[config.mk]
export PLATFORM = sky130hd
export DESIGN_NAME = fmpc_top
export DESIGN_NICKNAME = d
export VERILOG_FILES = /design/src/rtl/fmpc_pkg.sv /design/src/rtl/fmpc_seq_if.sv /design/src/rtl/fmpc_pulse_seq.sv /design/src/rtl/fmpc_top.sv
export SDC_FILE = /design/constraint.sdc
export NUM_CORES = 1
export LEC_CHECK = 0
export ABC_AREA = 0
export BUFFER_PORTS_ARGS = -buffer_cell sky130_fd_sc_hd__buf_2
export CORE_ASPECT_RATIO = 1.1
export CORE_MARGIN = 2
export CORE_UTILIZATION = 25
export DETAILED_ROUTE_END_ITERATION = 10
export PLACE_DENSITY = 0.48
export REMOVE_ABC_BUFFERS = 1
export SLEW_MARGIN = 20
export SYNTH_ARGS = -nofsm -noshare
export SYNTH_HDL_FRONTEND = slang
export SYNTH_HIERARCHICAL = 1
export SYNTH_SLANG_ARGS = --single-unit
[constraint.sdc]
create_clock -name clock -period 2.5 [get_ports clock]
set_input_delay 0.25 -clock clock [delete_from_list [all_inputs] [get_ports clock]]
set_output_delay 0.25 -clock clock [all_outputs]
set_load 0.02 [all_outputs]
[src/rtl/fmpc_pkg.sv]
// Package: register map, field layout, reset values and timing constants
// Function
// - Slot B subtract-cycle ADC results above threshold bump the exceed count.
// - Slot A LED choice 0 drives nothing, 1..3 drive LED one to three.
// - Slot B LED choice uses the same encoding as slot A.
// - Slot A pulse lasts width count microseconds; width resets to three.
// - Slot B pulse lasts width count microseconds; width resets to three.
// - Slot A first pulse delayed by offset microseconds; offset resets 0x20.
// - Slot B first pulse delayed by its own offset; resets to 0x20.
// - Slot B late pair signs: 00 add both, 10 sub third, 11 sub both.
// - Slot A late pair signs follow the same codes, every four pulses.
// - Slot B early pair signs: 00, 01, 10, 11 select add/subtract combos.
// - Slot A early pair signs use the same four codes every group.
// - Buffer enable bit sets integrator as buffer while in transimpedance mode.
// - Float mode runs only when the slot enable field equals three.
// - Slot B flag sets after 1, 4 or 16 exceedances; code 0 never.
// - Fire mask zero fires that pulse position, one suppresses it.
`default_nettype none
package fmpc_pkg;
  // Register offsets
  localparam logic [7:0] ADDR_STATUS = 8'h04;
  localparam logic [7:0] ADDR_BKG_B = 8'h1c;
  localparam logic [7:0] ADDR_LED_A = 8'h3e;
  localparam logic [7:0] ADDR_LED_B = 8'h3f;
  localparam logic [7:0] ADDR_SIGN = 8'h58;
  localparam logic [7:0] ADDR_FLT_B = 8'h59;
  localparam logic [7:0] ADDR_FIRE = 8'h5a;
  localparam logic [7:0] ADDR_FLT_A = 8'h5e;
  // Reset values
  localparam logic [15:0] RST_LED = 16'h0320;
  localparam logic [15:0] RST_SIGN = 16'h0000;
  localparam logic [15:0] RST_BKG = 16'h0000;
  localparam logic [15:0] RST_FLT = 16'h0808;
  localparam logic [15:0] RST_FIRE = 16'h0010;
  localparam logic [15:0] RST_FLT_A = 16'h0000;
  // Field positions
  localparam int CHOICE_HI = 15;
  localparam int CHOICE_LO = 14;
  localparam int LEN_HI = 12;
  localparam int LEN_LO = 8;
  localparam int DLY_HI = 7;
  localparam int DLY_LO = 0;
  localparam int LATE_B_LO = 10;
  localparam int LATE_A_LO = 8;
  localparam int BUF_BIT = 7;
  localparam int EARLY_B_LO = 5;
  localparam int EARLY_A_LO = 1;
  localparam int FEN_HI = 14;
  localparam int FEN_LO = 13;
  localparam int FIRE_B_LO = 12;
  localparam int FIRE_A_LO = 8;
  localparam int CNT_HI = 15;
  localparam int CNT_LO = 14;
  localparam int THR_HI = 13;
  localparam int STATUS_FLAG_BIT = 4;
  localparam logic [1:0] FLOAT_ON = 2'h3;
  localparam logic [1:0] LATE_SUB3 = 2'h2;
  localparam logic [1:0] LATE_SUB34 = 2'h3;
  // Exceed count targets per count code
  localparam logic [4:0] TGT_1 = 5'h01;
  localparam logic [4:0] TGT_2 = 5'h04;
  localparam logic [4:0] TGT_3 = 5'h10;
  localparam logic [4:0] CNT_MAX = 5'h1f;
  // Timing
  localparam int CLK_PERIOD_NS = 25;
  localparam int STEP_NS = 1000;
  localparam int CYC_PER_US = STEP_NS / CLK_PERIOD_NS;
  localparam logic [5:0] CYC_LAST = 6'(CYC_PER_US - 1);
  typedef enum logic [1:0] {
    FMPC_IDLE = 2'b00,
    FMPC_DELAY = 2'b01,
    FMPC_ON = 2'b10,
    FMPC_OFF = 2'b11
  } fmpc_state_t;
endpackage
`default_nettype wire

[src/rtl/fmpc_seq_if.sv]
// Interface: configuration and results between top and pulse sequencer
`default_nettype none
interface fmpc_seq_if;
  logic enable;
  logic start;
  logic [1:0] choice;
  logic [4:0] pulse_len;
  logic [7:0] delay;
  logic [3:0] fire_mask;
  logic [1:0] early;
  logic [1:0] late;
  logic [7:0] num_pulses;
  logic [2:0] led;
  logic strobe;
  logic subtract;
  modport cfg (
    output enable, start, choice, pulse_len, delay, fire_mask, early, late,
    output num_pulses,
    input led, strobe, subtract
  );
  modport seq (
    input enable, start, choice, pulse_len, delay, fire_mask, early, late,
    input num_pulses,
    output led, strobe, subtract
  );
endinterface
`default_nettype wire

[src/rtl/fmpc_pulse_seq.sv]
// Module: per-slot float-mode LED pulse sequencer
`default_nettype none
module fmpc_pulse_seq
  import fmpc_pkg::*;
(
  // Clock and reset
  input wire logic clock,
  input wire logic rst_n,
  // Slot configuration and results
  fmpc_seq_if.seq sif
);
  fmpc_state_t state;
  fmpc_state_t next_state;
  logic [5:0] cyc;
  logic [7:0] units;
  logic [7:0] next_units;
  logic [7:0] pidx;
  logic [7:0] pidx_inc;
  logic tick;
  logic unit_done;
  logic fire;
  logic [2:0] choice_led;
  logic sign_now;

  assign tick = (cyc == CYC_LAST);
  assign unit_done = tick && (units <= 8'h01);
  assign pidx_inc = pidx + 8'h01;
  assign fire = !sif.fire_mask[pidx[1:0]];
  // One-hot LED from the choice code, zero selects none
  assign choice_led = (sif.choice == 2'h0) ? 3'h0 :
                      3'(3'h1 << (sif.choice - 2'h1));
  // Code 01 of the late pair falls through to add/add
  assign sign_now = (pidx[1:0] == 2'h0) ? sif.early[1] :
                    (pidx[1:0] == 2'h1) ? sif.early[0] :
                    (pidx[1:0] == 2'h2) ? (sif.late == LATE_SUB3 ||
                                           sif.late == LATE_SUB34) :
                    (sif.late == LATE_SUB34);

  always_comb begin
    next_state = state;
    next_units = units;
    unique case (state)
      FMPC_IDLE: begin
        if (sif.start && sif.enable) begin
          next_state = FMPC_DELAY;
          next_units = sif.delay;
        end
      end
      FMPC_DELAY: begin
        if (unit_done) begin
          next_state = FMPC_ON;
          next_units = 8'(sif.pulse_len);
        end else if (tick) begin
          next_units = units - 8'h01;
        end
      end
      FMPC_ON: begin
        if (unit_done) begin
          next_state = FMPC_OFF;
          next_units = 8'(sif.pulse_len);
        end else if (tick) begin
          next_units = units - 8'h01;
        end
      end
      FMPC_OFF: begin
        if (unit_done) begin
          next_state = (pidx >= sif.num_pulses) ? FMPC_IDLE : FMPC_ON;
          next_units = 8'(sif.pulse_len);
        end else if (tick) begin
          next_units = units - 8'h01;
        end
      end
    endcase
  end

  always_ff @(posedge clock or negedge rst_n) begin
    if (!rst_n) begin
      state <= FMPC_IDLE;
      units <= 8'h00;
    end else begin
      state <= next_state;
      units <= next_units;
    end
  end

  always_ff @(posedge clock or negedge rst_n) begin
    if (!rst_n) begin
      cyc <= 6'h00;
    end else begin
      cyc <= (state == FMPC_IDLE || tick) ? 6'h00 : cyc + 6'h01;
    end
  end

  always_ff @(posedge clock or negedge rst_n) begin
    if (!rst_n) begin
      pidx <= 8'h00;
    end else if (state == FMPC_IDLE) begin
      pidx <= 8'h00;
    end else if (state == FMPC_ON && unit_done) begin
      // Step at pulse end so the next pulse's first cycle sees its own mask bit
      pidx <= pidx_inc;
    end
  end

  always_ff @(posedge clock or negedge rst_n) begin
    if (!rst_n) begin
      sif.led <= 3'h0;
      sif.strobe <= 1'b0;
      sif.subtract <= 1'b0;
    end else begin
      sif.led <= (next_state == FMPC_ON && fire) ? choice_led : 3'h0;
      sif.strobe <= (state == FMPC_ON) && unit_done;
      if ((state == FMPC_ON) && unit_done) begin
        sif.subtract <= sign_now;
      end
    end
  end

  ////////////////////////////////////////////////////////////////////////////
  // Checks
  logic [15:0] on_cyc;
  logic [15:0] dly_cyc;
  logic [15:0] len_cyc;
  logic [15:0] dly_want;
  assign len_cyc = 16'(((sif.pulse_len == 5'h00) ? 5'h01 : sif.pulse_len)
                   * CYC_PER_US);
  assign dly_want = 16'(((sif.delay == 8'h00) ? 8'h01 : sif.delay)
                    * CYC_PER_US);
  always_ff @(posedge clock or negedge rst_n) begin
    if (!rst_n) begin
      on_cyc <= 16'h0000;
      dly_cyc <= 16'h0000;
    end else begin
      on_cyc <= (state == FMPC_ON) ? on_cyc + 16'h0001 : 16'h0000;
      dly_cyc <= (state == FMPC_DELAY) ? dly_cyc + 16'h0001 : 16'h0000;
    end
  end

  a_pulse_width: assert property (@(posedge clock) disable iff (!rst_n)
    (state == FMPC_ON && next_state != FMPC_ON) |-> on_cyc + 16'h0001 == len_cyc)
    else $error("LED pulse width wrong");
  a_first_delay: assert property (@(posedge clock) disable iff (!rst_n)
    (state == FMPC_DELAY && next_state == FMPC_ON) |->
      dly_cyc + 16'h0001 == dly_want)
    else $error("first pulse delay wrong");
  a_led_in_on: assert property (@(posedge clock) disable iff (!rst_n)
    (sif.led != 3'h0) |-> (state == FMPC_ON && sif.choice != 2'h0))
    else $error("LED driven outside pulse");
  a_mask_blocks: assert property (@(posedge clock)
    disable iff (!rst_n)
    (state == FMPC_ON && sif.fire_mask[pidx[1:0]]) |-> sif.led == 3'h0)
    else $error("masked pulse fired");
  a_enable_gate: assert property (@(posedge clock) disable iff (!rst_n)
    (state == FMPC_IDLE && !sif.enable) |=> state == FMPC_IDLE)
    else $error("sequence started while disabled");
  a_sign_late: assert property (@(posedge clock) disable iff (!rst_n)
    (state == FMPC_ON && unit_done && pidx[1:0] == 2'h3)
      |=> sif.subtract == $past(sif.late == LATE_SUB34))
    else $error("fourth sample sign wrong");
  a_sign_early: assert property (@(posedge clock) disable iff (!rst_n)
    (state == FMPC_ON && unit_done && pidx[1:0] == 2'h0)
      |=> sif.subtract == $past(sif.early[1]) && sif.strobe)
    else $error("first sample sign wrong");
endmodule
`default_nettype wire

[src/rtl/fmpc_top.sv]
// Module: float-mode pulse configuration registers and background check
`default_nettype none
module fmpc_top
  import fmpc_pkg::*;
(
  // Clock and reset
  input wire logic clock,
  input wire logic rst_n,
  // Register port
  input wire logic [7:0] reg_addr,
  input wire logic [15:0] reg_wdata,
  input wire logic reg_wr,
  input wire logic reg_rd,
  output logic [15:0] reg_rdata,
  // Slot timing
  input wire logic slot_start_a,
  input wire logic slot_start_b,
  input wire logic [7:0] num_pulses,
  // Converter results
  input wire logic adc_valid_b,
  input wire logic [13:0] adc_result,
  input wire logic transimpedance_amp_mode,
  // Outputs
  output logic [2:0] led_drive,
  output logic sample_strobe_a,
  output logic sample_sub_a,
  output logic sample_strobe_b,
  output logic sample_sub_b,
  output logic integrator_buffer_on,
  output logic bkg_flag_slot_b
);
  logic [15:0] led_cfg_a;
  logic [15:0] led_cfg_b;
  logic [15:0] sign_cfg;
  logic [15:0] bkg_cfg;
  logic [15:0] flt_cfg_b;
  logic [15:0] fire_cfg;
  logic [15:0] flt_cfg_a;
  logic [4:0] bkg_exceed_count_slot_b;
  logic last_sub_b;

  fmpc_seq_if sif_a ();
  fmpc_seq_if sif_b ();

  ////////////////////////////////////////////////////////////////////////////
  // Decode
  logic wr_led_a;
  logic wr_led_b;
  logic wr_sign;
  logic wr_bkg;
  logic wr_flt_b;
  logic wr_fire;
  logic wr_flt_a;
  logic rd_status;
  logic float_enable_slot_a;
  logic float_enable_slot_b;
  logic [13:0] bkg_threshold_slot_b;
  logic [1:0] cnt_code;
  logic exceed;
  logic [4:0] cnt_target;
  logic [4:0] cnt_inc;
  logic flag_hit;
  logic [15:0] next_rdata;

  assign wr_led_a = reg_wr && (reg_addr == ADDR_LED_A);
  assign wr_led_b = reg_wr && (reg_addr == ADDR_LED_B);
  assign wr_sign = reg_wr && (reg_addr == ADDR_SIGN);
  assign wr_bkg = reg_wr && (reg_addr == ADDR_BKG_B);
  assign wr_flt_b = reg_wr && (reg_addr == ADDR_FLT_B);
  assign wr_fire = reg_wr && (reg_addr == ADDR_FIRE);
  assign wr_flt_a = reg_wr && (reg_addr == ADDR_FLT_A);
  assign rd_status = reg_rd && (reg_addr == ADDR_STATUS);

  assign float_enable_slot_a = (flt_cfg_a[FEN_HI:FEN_LO] == FLOAT_ON);
  assign float_enable_slot_b = (flt_cfg_b[FEN_HI:FEN_LO] == FLOAT_ON);
  assign bkg_threshold_slot_b = bkg_cfg[THR_HI:0];
  assign cnt_code = bkg_cfg[CNT_HI:CNT_LO];
  // Compare only results taken during a slot B subtract sample
  assign exceed = adc_valid_b && last_sub_b && float_enable_slot_b &&
                  (adc_result > bkg_threshold_slot_b);
  assign cnt_target = (cnt_code == 2'h1) ? TGT_1 :
                      (cnt_code == 2'h2) ? TGT_2 : TGT_3;
  assign cnt_inc = (bkg_exceed_count_slot_b == CNT_MAX) ?
                   CNT_MAX : bkg_exceed_count_slot_b + 5'h01;
  assign flag_hit = exceed && (cnt_code != 2'h0) &&
                    (cnt_inc == cnt_target);

  assign next_rdata =
    (reg_addr == ADDR_STATUS) ? 16'(bkg_flag_slot_b) << STATUS_FLAG_BIT :
    (reg_addr == ADDR_BKG_B) ? bkg_cfg :
    (reg_addr == ADDR_LED_A) ? led_cfg_a :
    (reg_addr == ADDR_LED_B) ? led_cfg_b :
    (reg_addr == ADDR_SIGN) ? sign_cfg :
    (reg_addr == ADDR_FLT_B) ? flt_cfg_b :
    (reg_addr == ADDR_FIRE) ? fire_cfg :
    (reg_addr == ADDR_FLT_A) ? flt_cfg_a : 16'h0000;

  ////////////////////////////////////////////////////////////////////////////
  // Registers
  always_ff @(posedge clock or negedge rst_n) begin
    if (!rst_n) begin
      led_cfg_a <= RST_LED;
      led_cfg_b <= RST_LED;
      sign_cfg <= RST_SIGN;
      bkg_cfg <= RST_BKG;
    end else begin
      if (wr_led_a) led_cfg_a <= reg_wdata;
      if (wr_led_b) led_cfg_b <= reg_wdata;
      if (wr_sign) sign_cfg <= reg_wdata;
      if (wr_bkg) bkg_cfg <= reg_wdata;
    end
  end

  always_ff @(posedge clock or negedge rst_n) begin
    if (!rst_n) begin
      flt_cfg_b <= RST_FLT;
      fire_cfg <= RST_FIRE;
      flt_cfg_a <= RST_FLT_A;
      reg_rdata <= 16'h0000;
    end else begin
      if (wr_flt_b) flt_cfg_b <= reg_wdata;
      if (wr_fire) fire_cfg <= reg_wdata;
      if (wr_flt_a) flt_cfg_a <= reg_wdata;
      if (reg_rd) reg_rdata <= next_rdata;
    end
  end

  // Exceed counter restarts when the flag is read away
  always_ff @(posedge clock or negedge rst_n) begin
    if (!rst_n) begin
      bkg_exceed_count_slot_b <= 5'h00;
      bkg_flag_slot_b <= 1'b0;
    end else begin
      if (exceed) begin
        bkg_exceed_count_slot_b <= cnt_inc;
      end else if (rd_status) begin
        bkg_exceed_count_slot_b <= 5'h00;
      end
      if (flag_hit) begin
        bkg_flag_slot_b <= 1'b1;
      end else if (rd_status) begin
        bkg_flag_slot_b <= 1'b0;
      end
    end
  end

  always_ff @(posedge clock or negedge rst_n) begin
    if (!rst_n) begin
      last_sub_b <= 1'b0;
      led_drive <= 3'h0;
      integrator_buffer_on <= 1'b0;
    end else begin
      if (sif_b.strobe) last_sub_b <= sif_b.subtract;
      led_drive <= sif_a.led | sif_b.led;
      integrator_buffer_on <= sign_cfg[BUF_BIT] &&
                              transimpedance_amp_mode;
    end
  end

  assign sample_strobe_a = sif_a.strobe;
  assign sample_sub_a = sif_a.subtract;
  assign sample_strobe_b = sif_b.strobe;
  assign sample_sub_b = sif_b.subtract;

  ////////////////////////////////////////////////////////////////////////////
  // Sequencers
  assign sif_a.enable = float_enable_slot_a;
  assign sif_a.start = slot_start_a;
  assign sif_a.choice = led_cfg_a[CHOICE_HI:CHOICE_LO];
  assign sif_a.pulse_len = led_cfg_a[LEN_HI:LEN_LO];
  assign sif_a.delay = led_cfg_a[DLY_HI:DLY_LO];
  assign sif_a.fire_mask = fire_cfg[FIRE_A_LO+3:FIRE_A_LO];
  assign sif_a.early = sign_cfg[EARLY_A_LO+1:EARLY_A_LO];
  assign sif_a.late = sign_cfg[LATE_A_LO+1:LATE_A_LO];
  assign sif_a.num_pulses = num_pulses;

  assign sif_b.enable = float_enable_slot_b;
  assign sif_b.start = slot_start_b;
  assign sif_b.choice = led_cfg_b[CHOICE_HI:CHOICE_LO];
  assign sif_b.pulse_len = led_cfg_b[LEN_HI:LEN_LO];
  assign sif_b.delay = led_cfg_b[DLY_HI:DLY_LO];
  assign sif_b.fire_mask = fire_cfg[FIRE_B_LO+3:FIRE_B_LO];
  assign sif_b.early = sign_cfg[EARLY_B_LO+1:EARLY_B_LO];
  assign sif_b.late = sign_cfg[LATE_B_LO+1:LATE_B_LO];
  assign sif_b.num_pulses = num_pulses;

  fmpc_pulse_seq u_seq_a (
    .clock(clock),
    .rst_n(rst_n),
    .sif(sif_a)
  );
  fmpc_pulse_seq u_seq_b (
    .clock(clock),
    .rst_n(rst_n),
    .sif(sif_b)
  );

  ////////////////////////////////////////////////////////////////////////////
  // Checks
  a_exceed_counts: assert property (@(posedge clock) disable iff (!rst_n)
    (exceed && bkg_exceed_count_slot_b != CNT_MAX)
      |=> bkg_exceed_count_slot_b == $past(bkg_exceed_count_slot_b) + 5'h01)
    else $error("exceed count did not step");
  a_flag_sticky: assert property (@(posedge clock) disable iff (!rst_n)
    (bkg_flag_slot_b && !rd_status) |=> bkg_flag_slot_b)
    else $error("flag dropped without read");
  a_flag_code0: assert property (@(posedge clock) disable iff (!rst_n)
    (cnt_code == 2'h0 && !bkg_flag_slot_b) |=> !bkg_flag_slot_b)
    else $error("flag set with count code zero");
  a_buffer_mode: assert property (@(posedge clock) disable iff (!rst_n)
    (sign_cfg[BUF_BIT] && transimpedance_amp_mode)[*2] |-> integrator_buffer_on)
    else $error("integrator buffer not enabled");
endmodule
`default_nettype wire

==> results.sh, run 1 <==
export IMPL_fillers=4205
export IMPL_cts_setup_buffers=0
export IMPL_mostFrequentLayoutCell="dfrtp_1"
export IMPL_insertedDiodeCount=0
export IMPL_via_count=7675
export IMPL_tightest_slew_ps=647
export IMPL_wl_per_cell_um=19.4
export IMPL_rows=77
export IMPL_clockBufferDepth=2
export IMPL_die_area_sq_mm=0.0426
export IMPL_core_sq_mm=0.0403
export IMPL_drtPass1Iterations=5
export IMPL_worst_clock_skew_ps=20.3
export IMPL_rr_worst_depth=5
export IMPL_most_common_layout_cells="dfrtp_1, mux2_2, o21ai_0"
export IMPL_dpl_cell_area_sq_mm=0.0114
export IMPL_synth_seq_area_share=0.483
export IMPL_die_x_um=197
export IMPL_wl_um=30200
export IMPL_grt_pass1_vias=7781
export IMPL_numPortBuffers=78
export IMPL_cap_viol_max_count=0
export IMPL_insertion_delay_ps=440
export IMPL_ys_ff_latch=197
export IMPL_synth_distinct_cells=61
export IMPL_root_buffer="clkbuf_16"
export IMPL_yosysWarnings=6
export IMPL_min_path_type="in2reg"
export IMPL_drive_gt1_frac=0.294
export IMPL_p_sw_mw=1.77
export IMPL_timing_critical_path_arrival_ps=2730
export IMPL_crit_start="u_seq_b/units[3]$_DFFE_PN0P_"
export IMPL_grt_max_degree=65
export IMPL_crit_required_ps=2820
export IMPL_start_util=0.254
export IMPL_cp_endpoint="u_seq_b/pidx[3]$_DFFE_PN0P_"
export IMPL_endpoint_kind="flip-flop"
export IMPL_cts_sinks=197
export IMPL_grt_pass1_wl_um=47400
export IMPL_run_status="complete, no violations"
export IMPL_fin_nets=1134
export IMPL_p_leak_nw=5.60
export IMPL_timing_worst_setup_path_type="reg2reg"
export IMPL_synth_edff_count=0
export IMPL_setup_worst_path_start_class="flip-flop"
export IMPL_ys_flop_type="dfrtp_1"
export IMPL_fin_crit_sh=0.965
export IMPL_yosysTopAreaCell="dfrtp_1"
export IMPL_p_sw_frac=0.265
export IMPL_dp_hpwl_um=21600
export IMPL_route_detailed_drc=0
export IMPL_setup_viol=0
export IMPL_synthArstFlopShare=1.00
export IMPL_dr_first_iter_drc_count=452
export IMPL_seqPwrFrac=0.505
export IMPL_routed_via_density=4.93
export IMPL_yosysTopAreaCellShare=0.460
export IMPL_gp_congestion=0.801
export IMPL_comb_power_share=0.073
export IMPL_ir_drop_mv=0.444
export IMPL_rr_startpoint="u_seq_b/units[3]$_DFFE_PN0P_"
export IMPL_io_pins=79
export IMPL_grtUsageTotal=0.145
export IMPL_syn_to_final_growth_pct=17.4
export IMPL_cts_clk_slew_worst_paths_ps=70
export IMPL_synth_cell_area_sq_mm=0.0102
export IMPL_path_max_fanout=9
export IMPL_finalCriticalPeriod_ps=2410
export IMPL_tns_ps=0
export IMPL_fmaxAchievable_mhz=415
export IMPL_power_internal_mw=4.92
export IMPL_rsz0062_at_grt="no"
export IMPL_h_tree_depth=4
export IMPL_powerDensity_mw_per_mm2=556
export IMPL_synth_area_per_cell_sq_um=11.0
export IMPL_r2r_end="u_seq_b/pidx[3]$_DFFE_PN0P_"
export IMPL_netlist_instances=933
export IMPL_drtAntennaViolNets=0
export IMPL_fp_dieH_um=216
export IMPL_hold_violations=0
export IMPL_cts_tree="yes"
export IMPL_clkPwrFrac=0.422
export IMPL_reg2reg_slack_ps=90
export IMPL_grt_overflow_total=0
export IMPL_slew_headroom=0.568
export IMPL_antenna_found_initial=0
export IMPL_synthTopCellsByArea="dfrtp_1, mux2_2, ha_1, o21ai_0, a22oi_1"
export IMPL_final_area_sq_mm=0.0120
export IMPL_cts_inserted_buffers=17
export IMPL_drv_slew=0
[final cells by class]
| cell class | instances | area [sq um] | share of cell area |
|---|---|---|---|
| flip-flops and latches | 197 | 4940 | 0.411 |
| multi-input cells | 636 | 4880 | 0.406 |
| repair buffers | 118 | 727 | 0.0605 |
| well taps | 513 | 642 | 0.0534 |
| clock buffers | 18 | 429 | 0.0357 |
| inverters | 62 | 233 | 0.0194 |
| clock inverters | 14 | 168 | 0.0139 |
[cells by family (layout without fill, tap and decap cells)]
| logic type | after synthesis | in the layout | synth area share |
|---|---|---|---|
| compound gates | 245 | 245 | 0.151 |
| simple gates | 199 | 199 | 0.110 |
| flops | 197 | 197 | 0.483 |
| mux | 128 | 128 | 0.142 |
| buf+inv | 100 | 212 | 0.0417 |
| fa+ha+maj | 48 | 48 | 0.0587 |
| xor+xnor | 16 | 16 | 0.0137 |
[stage by stage]
step	total power, mW	instances	hold WS [ps]	worst slack (ps)	util
finish	6.68	1558	37.7	88.0	0.298
global route	6.97	1558	25.4	0.277	0.298
CTS	6.76	1558	29.9	96.5	0.298
detailed placement	3.93	1525	176	107	0.283
global placement	3.93	1525	174	144	0.283
floorplan	3.63	895	-45.6	79.9	-
[power groups by stage]
stage	sequential (mW)	clock (mW)	combinational, mW
2_1_floorplan	3.40	0	0.228
3_3_place_gp	3.43	0	0.493
3_5_place_dp	3.44	0	0.494
4_1_cts	3.37	2.89	0.498
5_1_grt	3.39	3.03	0.554
6_report	3.37	2.82	0.490
[state kept, by name, indices dropped and copies added (netlist names), 16 cells and up]
register   cells
reg_rdata     16
led_cfg_a     16
bkg_cfg       16
flt_cfg_a     16
led_cfg_b     16
fire_cfg      16
sign_cfg      16
flt_cfg_b     16
[cell usage after synthesis, types with 10 or more instances]
cell / instances
nor4_1: 16
ha_1: 48
nand2_1: 45
xnor2_1: 11
nand3_1: 17
a21oi_1: 50
buf_2: 11
a221o_1: 17
mux2_2: 116
and3_1: 10
clkbuf_1: 21
nand4_1: 10
dfrtp_1: 188
o21ai_0: 78
o22ai_1: 18
inv_1: 62
nor2_1: 43
a22oi_1: 38
[per-layer routing]
metal  wire length [um]  global-route usage  vias up
li1                   -                   -     3637
met1              14500               0.205     3896
met2              14300               0.234      130
met3               1120              0.0266       12
met4                259              0.0281        0
met5                  0                   0        -
[critical path: stages (launching register included)]
cell	delay (ps)
dfrtp_1	430
or4_4	570
or4_4	580
o31a_1	380
a21o_1	170
a22o_1	180
[worst min path at each step]
stage               slack [ps]                        endpoint               startpoint  cells after the start
global placement           170    u_seq_a/sif.strobe$_DFF_PN0_                    rst_n                      1
finish                      40  integrator_buffer_on$_DFF_PN0_  transimpedance_amp_mode                      2
floorplan                  -50          bkg_cfg[0]$_DFFE_PN0P_                    rst_n                      0
global route                30  integrator_buffer_on$_DFF_PN0_  transimpedance_amp_mode                      2
detailed placement         180     u_seq_a/pidx[0]$_DFFE_PN0P_                    rst_n                      1
CTS                         30  integrator_buffer_on$_DFF_PN0_  transimpedance_amp_mode                      2
[repair_timing]
item | CTS | global route
hold buffers | 1 | 0
hold endpoints to repair | 27 | 0
setup endpoints to repair | 0 | 2
gates resized for setup | 0 | 2
No activity file was read; power rests on OpenSTA's default activity.
==> run 2: changes to the inputs <==
Settings changed: GPL_TIMING_DRIVEN set to 0.
==> results.sh, run 2 (synthesized netlist as in run 1, its figures left out) <==
export IMPL_worst_clock_skew_ps=18.1
export IMPL_fin_nets=1115
export IMPL_powerDensity_mw_per_mm2=563
export IMPL_timing_worst_setup_path_type="reg2reg"
export IMPL_h_tree_depth=4
export IMPL_hold_violations=0
export IMPL_drv_slew=0
export IMPL_dr_first_iter_drc_count=438
export IMPL_cap_viol_max_count=0
export IMPL_cts_clk_slew_worst_paths_ps=80
export IMPL_slew_headroom=0.363
export IMPL_grt_pass1_vias=7666
export IMPL_path_max_fanout=6
export IMPL_syn_to_final_growth_pct=17.6
export IMPL_io_pins=79
export IMPL_fmaxAchievable_mhz=412
export IMPL_final_cells=1539
export IMPL_fp_dieH_um=216
export IMPL_insertedDiodeCount=0
export IMPL_cts_inserted_buffers=17
export IMPL_fin_crit_sh=0.970
export IMPL_mostFrequentLayoutCell="dfrtp_1"
export IMPL_tightest_slew_ps=952
export IMPL_grt_overflow_total=0
export IMPL_setup_viol=0
export IMPL_drtPass1Iterations=5
export IMPL_cts_sinks=197
export IMPL_endpoint_kind="flip-flop"
export IMPL_insertion_delay_ps=440
export IMPL_via_count=7597
export IMPL_antenna_found_initial=1
export IMPL_timing_critical_path_arrival_ps=2760
export IMPL_run_status="complete, no violations"
export IMPL_core_sq_mm=0.0403
export IMPL_rows=77
export IMPL_drive_gt1_frac=0.288
export IMPL_root_buffer="clkbuf_16"
export IMPL_die_x_um=197
export IMPL_routed_via_density=4.94
export IMPL_min_path_type="in2reg"
export IMPL_crit_required_ps=2830
export IMPL_die_area_sq_mm=0.0426
export IMPL_dp_hpwl_um=20800
export IMPL_wl_per_cell_um=19.2
export IMPL_rsz0062_at_grt="no"
export IMPL_hold_ws_ps=18.7
export IMPL_route_detailed_drc=0
export IMPL_most_common_layout_cells="dfrtp_1, mux2_2, o21ai_0"
export IMPL_start_util=0.254
export IMPL_drtAntennaViolNets=0
export IMPL_ir_drop_mv=0.462
export IMPL_finalCriticalPeriod_ps=2430
export IMPL_dpl_cell_area_sq_mm=0.0112
export IMPL_cts_tree="yes"
export IMPL_grtUsageTotal=0.143
export IMPL_wl_um=29600
export IMPL_grt_max_degree=76
export IMPL_dp_cells=1495
export IMPL_final_area_sq_mm=0.0120
export IMPL_gp_congestion=0.794
export IMPL_setup_worst_path_start_class="flip-flop"
export IMPL_numPortBuffers=78
export IMPL_clockBufferDepth=2
export IMPL_grt_pass1_wl_um=46800
export IMPL_p_leak_nw=5.55
-- run 2: cell count changes in the layout (fill, tap and decap cells not counted), sizes merged --
cell / change
bufinv: +1
clkbuf: -1
clkinv: -1
buf: -18
-- run 2: where the power goes --
part / internal (mW) / switching, mW / leakage (nW)
combinational: 0.191 / 0.281 / 2.61
clock: 1.53 / 1.40 / 0.292
sequential: 3.29 / 0.0916 / 2.65
-- run 2: path summary, 6_finish.rpt --
kind                                              start                        endpoint  slack [ps]  cells past startpoint
max                        u_seq_b/units[2]$_DFFE_PN0P_     u_seq_b/pidx[3]$_DFFE_PN0P_          70                      5
min                             transimpedance_amp_mode  integrator_buffer_on$_DFF_PN0_          20                      2
max reg2reg                u_seq_b/units[2]$_DFFE_PN0P_     u_seq_b/pidx[3]$_DFFE_PN0P_          70                      5
min reg2reg                u_seq_a/sif.led[2]$_DFF_PN0_          led_drive[2]$_DFF_PN0_         440                      1
max in group asynchronous                         rst_n         fire_cfg[4]$_DFFE_PN1P_        1360                      3
min in group asynchronous                         rst_n    u_seq_a/sif.strobe$_DFF_PN0_         320                      2
-- run 2: repair_timing --
action                     CTS  global route
pin swaps                    2             5
hold buffers                 1             0
gates cloned                 0             0
gates resized for setup      7             5
setup endpoints to repair   80            44
hold endpoints to repair    57             0
buffers inserted             7             3
-- run 2: critical path, stage by stage, from the launching register on --
cell	delay, ps
dfrtp_2	450
or4_4	590
or4_4	610
o31a_1	340
a21o_1	170
a22o_1	170
-- run 2: per-layer routing --
metal	vias up	part of all wire	GRT usage
met2	169	0.46	0.225
met3	31	0.036	0.0213
met4	0	0.014	0.0321
met1	3797	0.49	0.206
met5	-	0	0
li1	3600	-	-
-- run 2: stage by stage --
stage / setup WS, ps / setup TNS (ps) / power, mW / utilization
final: 75.0 / 0 / 6.78 / 0.299
after floorplan: 79.9 / 0 / 3.63 / -
after detailed placement: -1120 / -66330 / 3.91 / 0.279
after CTS: 23.9 / 0 / 6.86 / 0.297
after global routing: 6.67 / 0 / 7.07 / 0.299
after global placement: -2420 / -618580 / 3.88 / 0.275
-- run 2: final cells by class --
type	count	area, sq um
inverters	62	233
well taps	513	642
repair buffers	99	672
fillers	4187	28200
flip-flops and latches	197	4940
multi-input cells	636	4930
clock buffers	18	429
clock inverters	14	189
==> run 3: changes to the inputs <==
Settings changed: CORE_ASPECT_RATIO 1.1 to not set, CORE_UTILIZATION 25 to 45, PLACE_DENSITY 0.48 to 0.72.
==> results.sh, run 3 (synthesized netlist as in run 1, its figures left out) <==
export IMPL_run_status="complete, no violations"
export IMPL_endpoint_kind="flip-flop"
export IMPL_crit_path_frequent_cell="or4_4"
export IMPL_path_cells="or4_4, or4_4, o31a_1, a21o_1, a22o_1"
export IMPL_drtPass1Iterations=5
export IMPL_timing_worst_setup_path_type="reg2reg"
export IMPL_die_x_um=155
export IMPL_fmaxAchievable_mhz=411
export IMPL_numPortBuffers=78
export IMPL_worst_clock_skew_ps=11.8
export IMPL_routed_via_density=6.02
export IMPL_root_buffer="clkbuf_16"
export IMPL_tightest_slew_ps=963
export IMPL_drtAntennaViolNets=0
export IMPL_fp_dieH_um=155
export IMPL_h_tree_depth=4
export IMPL_dpl_cell_area_sq_mm=0.0109
export IMPL_mostFrequentLayoutCell="dfrtp_1"
export IMPL_cpMaxStageDelayCell="or4_4"
export IMPL_min_path_type="in2reg"
export IMPL_syn_to_final_growth_pct=13.5
export IMPL_drv_slew=0
export IMPL_cts_tree="yes"
export IMPL_dp_hpwl_um=18500
export IMPL_grt_overflow_total=0
export IMPL_cpPeakStageDelay_ps=610
export IMPL_insertion_delay_ps=440
export IMPL_setup_worst_path_start_class="flip-flop"
export IMPL_route_detailed_drc=0
export IMPL_finalCriticalPeriod_ps=2430
export IMPL_io_pins=79
export IMPL_dr_first_iter_drc_count=735
export IMPL_most_common_layout_cells="dfrtp_1, mux2_2, o21ai_0, buf_2, inv_1"
export IMPL_crit_required_ps=2830
export IMPL_cap_viol_max_count=0
export IMPL_final_cells=1309
export IMPL_slew_headroom=0.357
export IMPL_grt_pass1_vias=7481
export IMPL_grt_pass1_wl_um=41500
export IMPL_critical_path_top_delay_family="simple AND/OR/NAND/NOR gates"
export IMPL_clockBufferDepth=2
export IMPL_gp_congestion=0.863
export IMPL_via_count=7883
export IMPL_wl_per_cell_um=20.4
export IMPL_power_total_mw=6.51
export IMPL_start_util=0.455
export IMPL_rsz0062_at_grt="no"
export IMPL_final_area_sq_mm=0.0116
export IMPL_cts_inserted_buffers=17
export IMPL_cts_clk_slew_worst_paths_ps=80
export IMPL_ir_drop_mv=0.403
export IMPL_fin_nets=1112
export IMPL_setup_viol=0
export IMPL_p_leak_nw=5.51
export IMPL_path_max_fanout=9
export IMPL_die_area_sq_mm=0.0240
export IMPL_drive_gt1_frac=0.287
export IMPL_grt_max_degree=83
export IMPL_antenna_found_initial=2
export IMPL_hold_violations=0
export IMPL_fillers=1998
export IMPL_core_sq_mm=0.0225
export IMPL_powerDensity_mw_per_mm2=560
export IMPL_worst_path_buf_inv=0
export IMPL_timing_critical_path_arrival_ps=2760
export IMPL_dp_cells=1265
export IMPL_wl_um=26600
export IMPL_cts_sinks=197
export IMPL_rows=55
export IMPL_fin_crit_sh=0.973
export IMPL_grtUsageTotal=0.225
-- run 3: layout make-up --
type                    instances  area (sq um)  share of cell area
diodes                          1          2.50            0.000215
well taps                     285           357              0.0307
multi-input cells             636          4920               0.423
inverters                      62           233              0.0200
clock inverters                15           138              0.0118
clock buffers                  17           425              0.0366
flip-flops and latches        197          4940               0.425
repair buffers                 96           606              0.0521
-- run 3: metrics by stage --
step | setup slack (ps) | utilization | setup TNS (ps) | hold WS, ps
2_1_floorplan | 79.9 | - | 0 | -45.6
5_1_grt | 0.178 | 0.516 | 0 | 19.6
6_report | 66.5 | 0.516 | 0 | 18.2
3_3_place_gp | -2140 | 0.479 | -531880 | 436
3_5_place_dp | -853 | 0.485 | -50180 | 163
4_1_cts | 12.7 | 0.514 | 0 | 6.20
-- run 3: metal layers --
layer,vias up,track usage,share of wire
met4,2,0.0847,0.026
met5,-,0,0.00045
met3,52,0.0482,0.062
met1,3973,0.305,0.44
li1,3594,-,-
met2,262,0.356,0.47
-- run 3: where the power goes --
group	switching [mW]	total (mW)	internal, mW
combinational	0.288	0.479	0.191
sequential	0.0889	3.38	3.29
clock	1.33	2.65	1.32
-- run 3: what timing repair did --
| item | 4_1_cts | 5_1_grt |
|---|---|---|
| endpoints found under the hold margin | 39 | 0 |
| setup endpoints to repair | 70 | 43 |
| setup buffers | 6 | 4 |
| gates resized for setup | 6 | 5 |
| hold buffers | 1 | 0 |
| pin swaps | 2 | 4 |
-- run 3: worst paths after layout --
kind | start | endpoint | slack, ps | cells past startpoint
setup / recovery | u_seq_a/units[2]$_DFFE_PN0P_ | u_seq_a/pidx[3]$_DFFE_PN0P_ | 70 | 5
hold / removal | transimpedance_amp_mode | integrator_buffer_on$_DFF_PN0_ | 20 | 2
setup reg to reg | u_seq_a/units[2]$_DFFE_PN0P_ | u_seq_a/pidx[3]$_DFFE_PN0P_ | 70 | 5
hold reg to reg | u_seq_b/sif.led[2]$_DFF_PN0_ | led_drive[2]$_DFF_PN0_ | 450 | 1
max in group asynchronous | rst_n | led_cfg_a[8]$_DFFE_PN1P_ | 1440 | 3
min in group asynchronous | rst_n | reg_rdata[14]$_DFFE_PN0P_ | 300 | 2
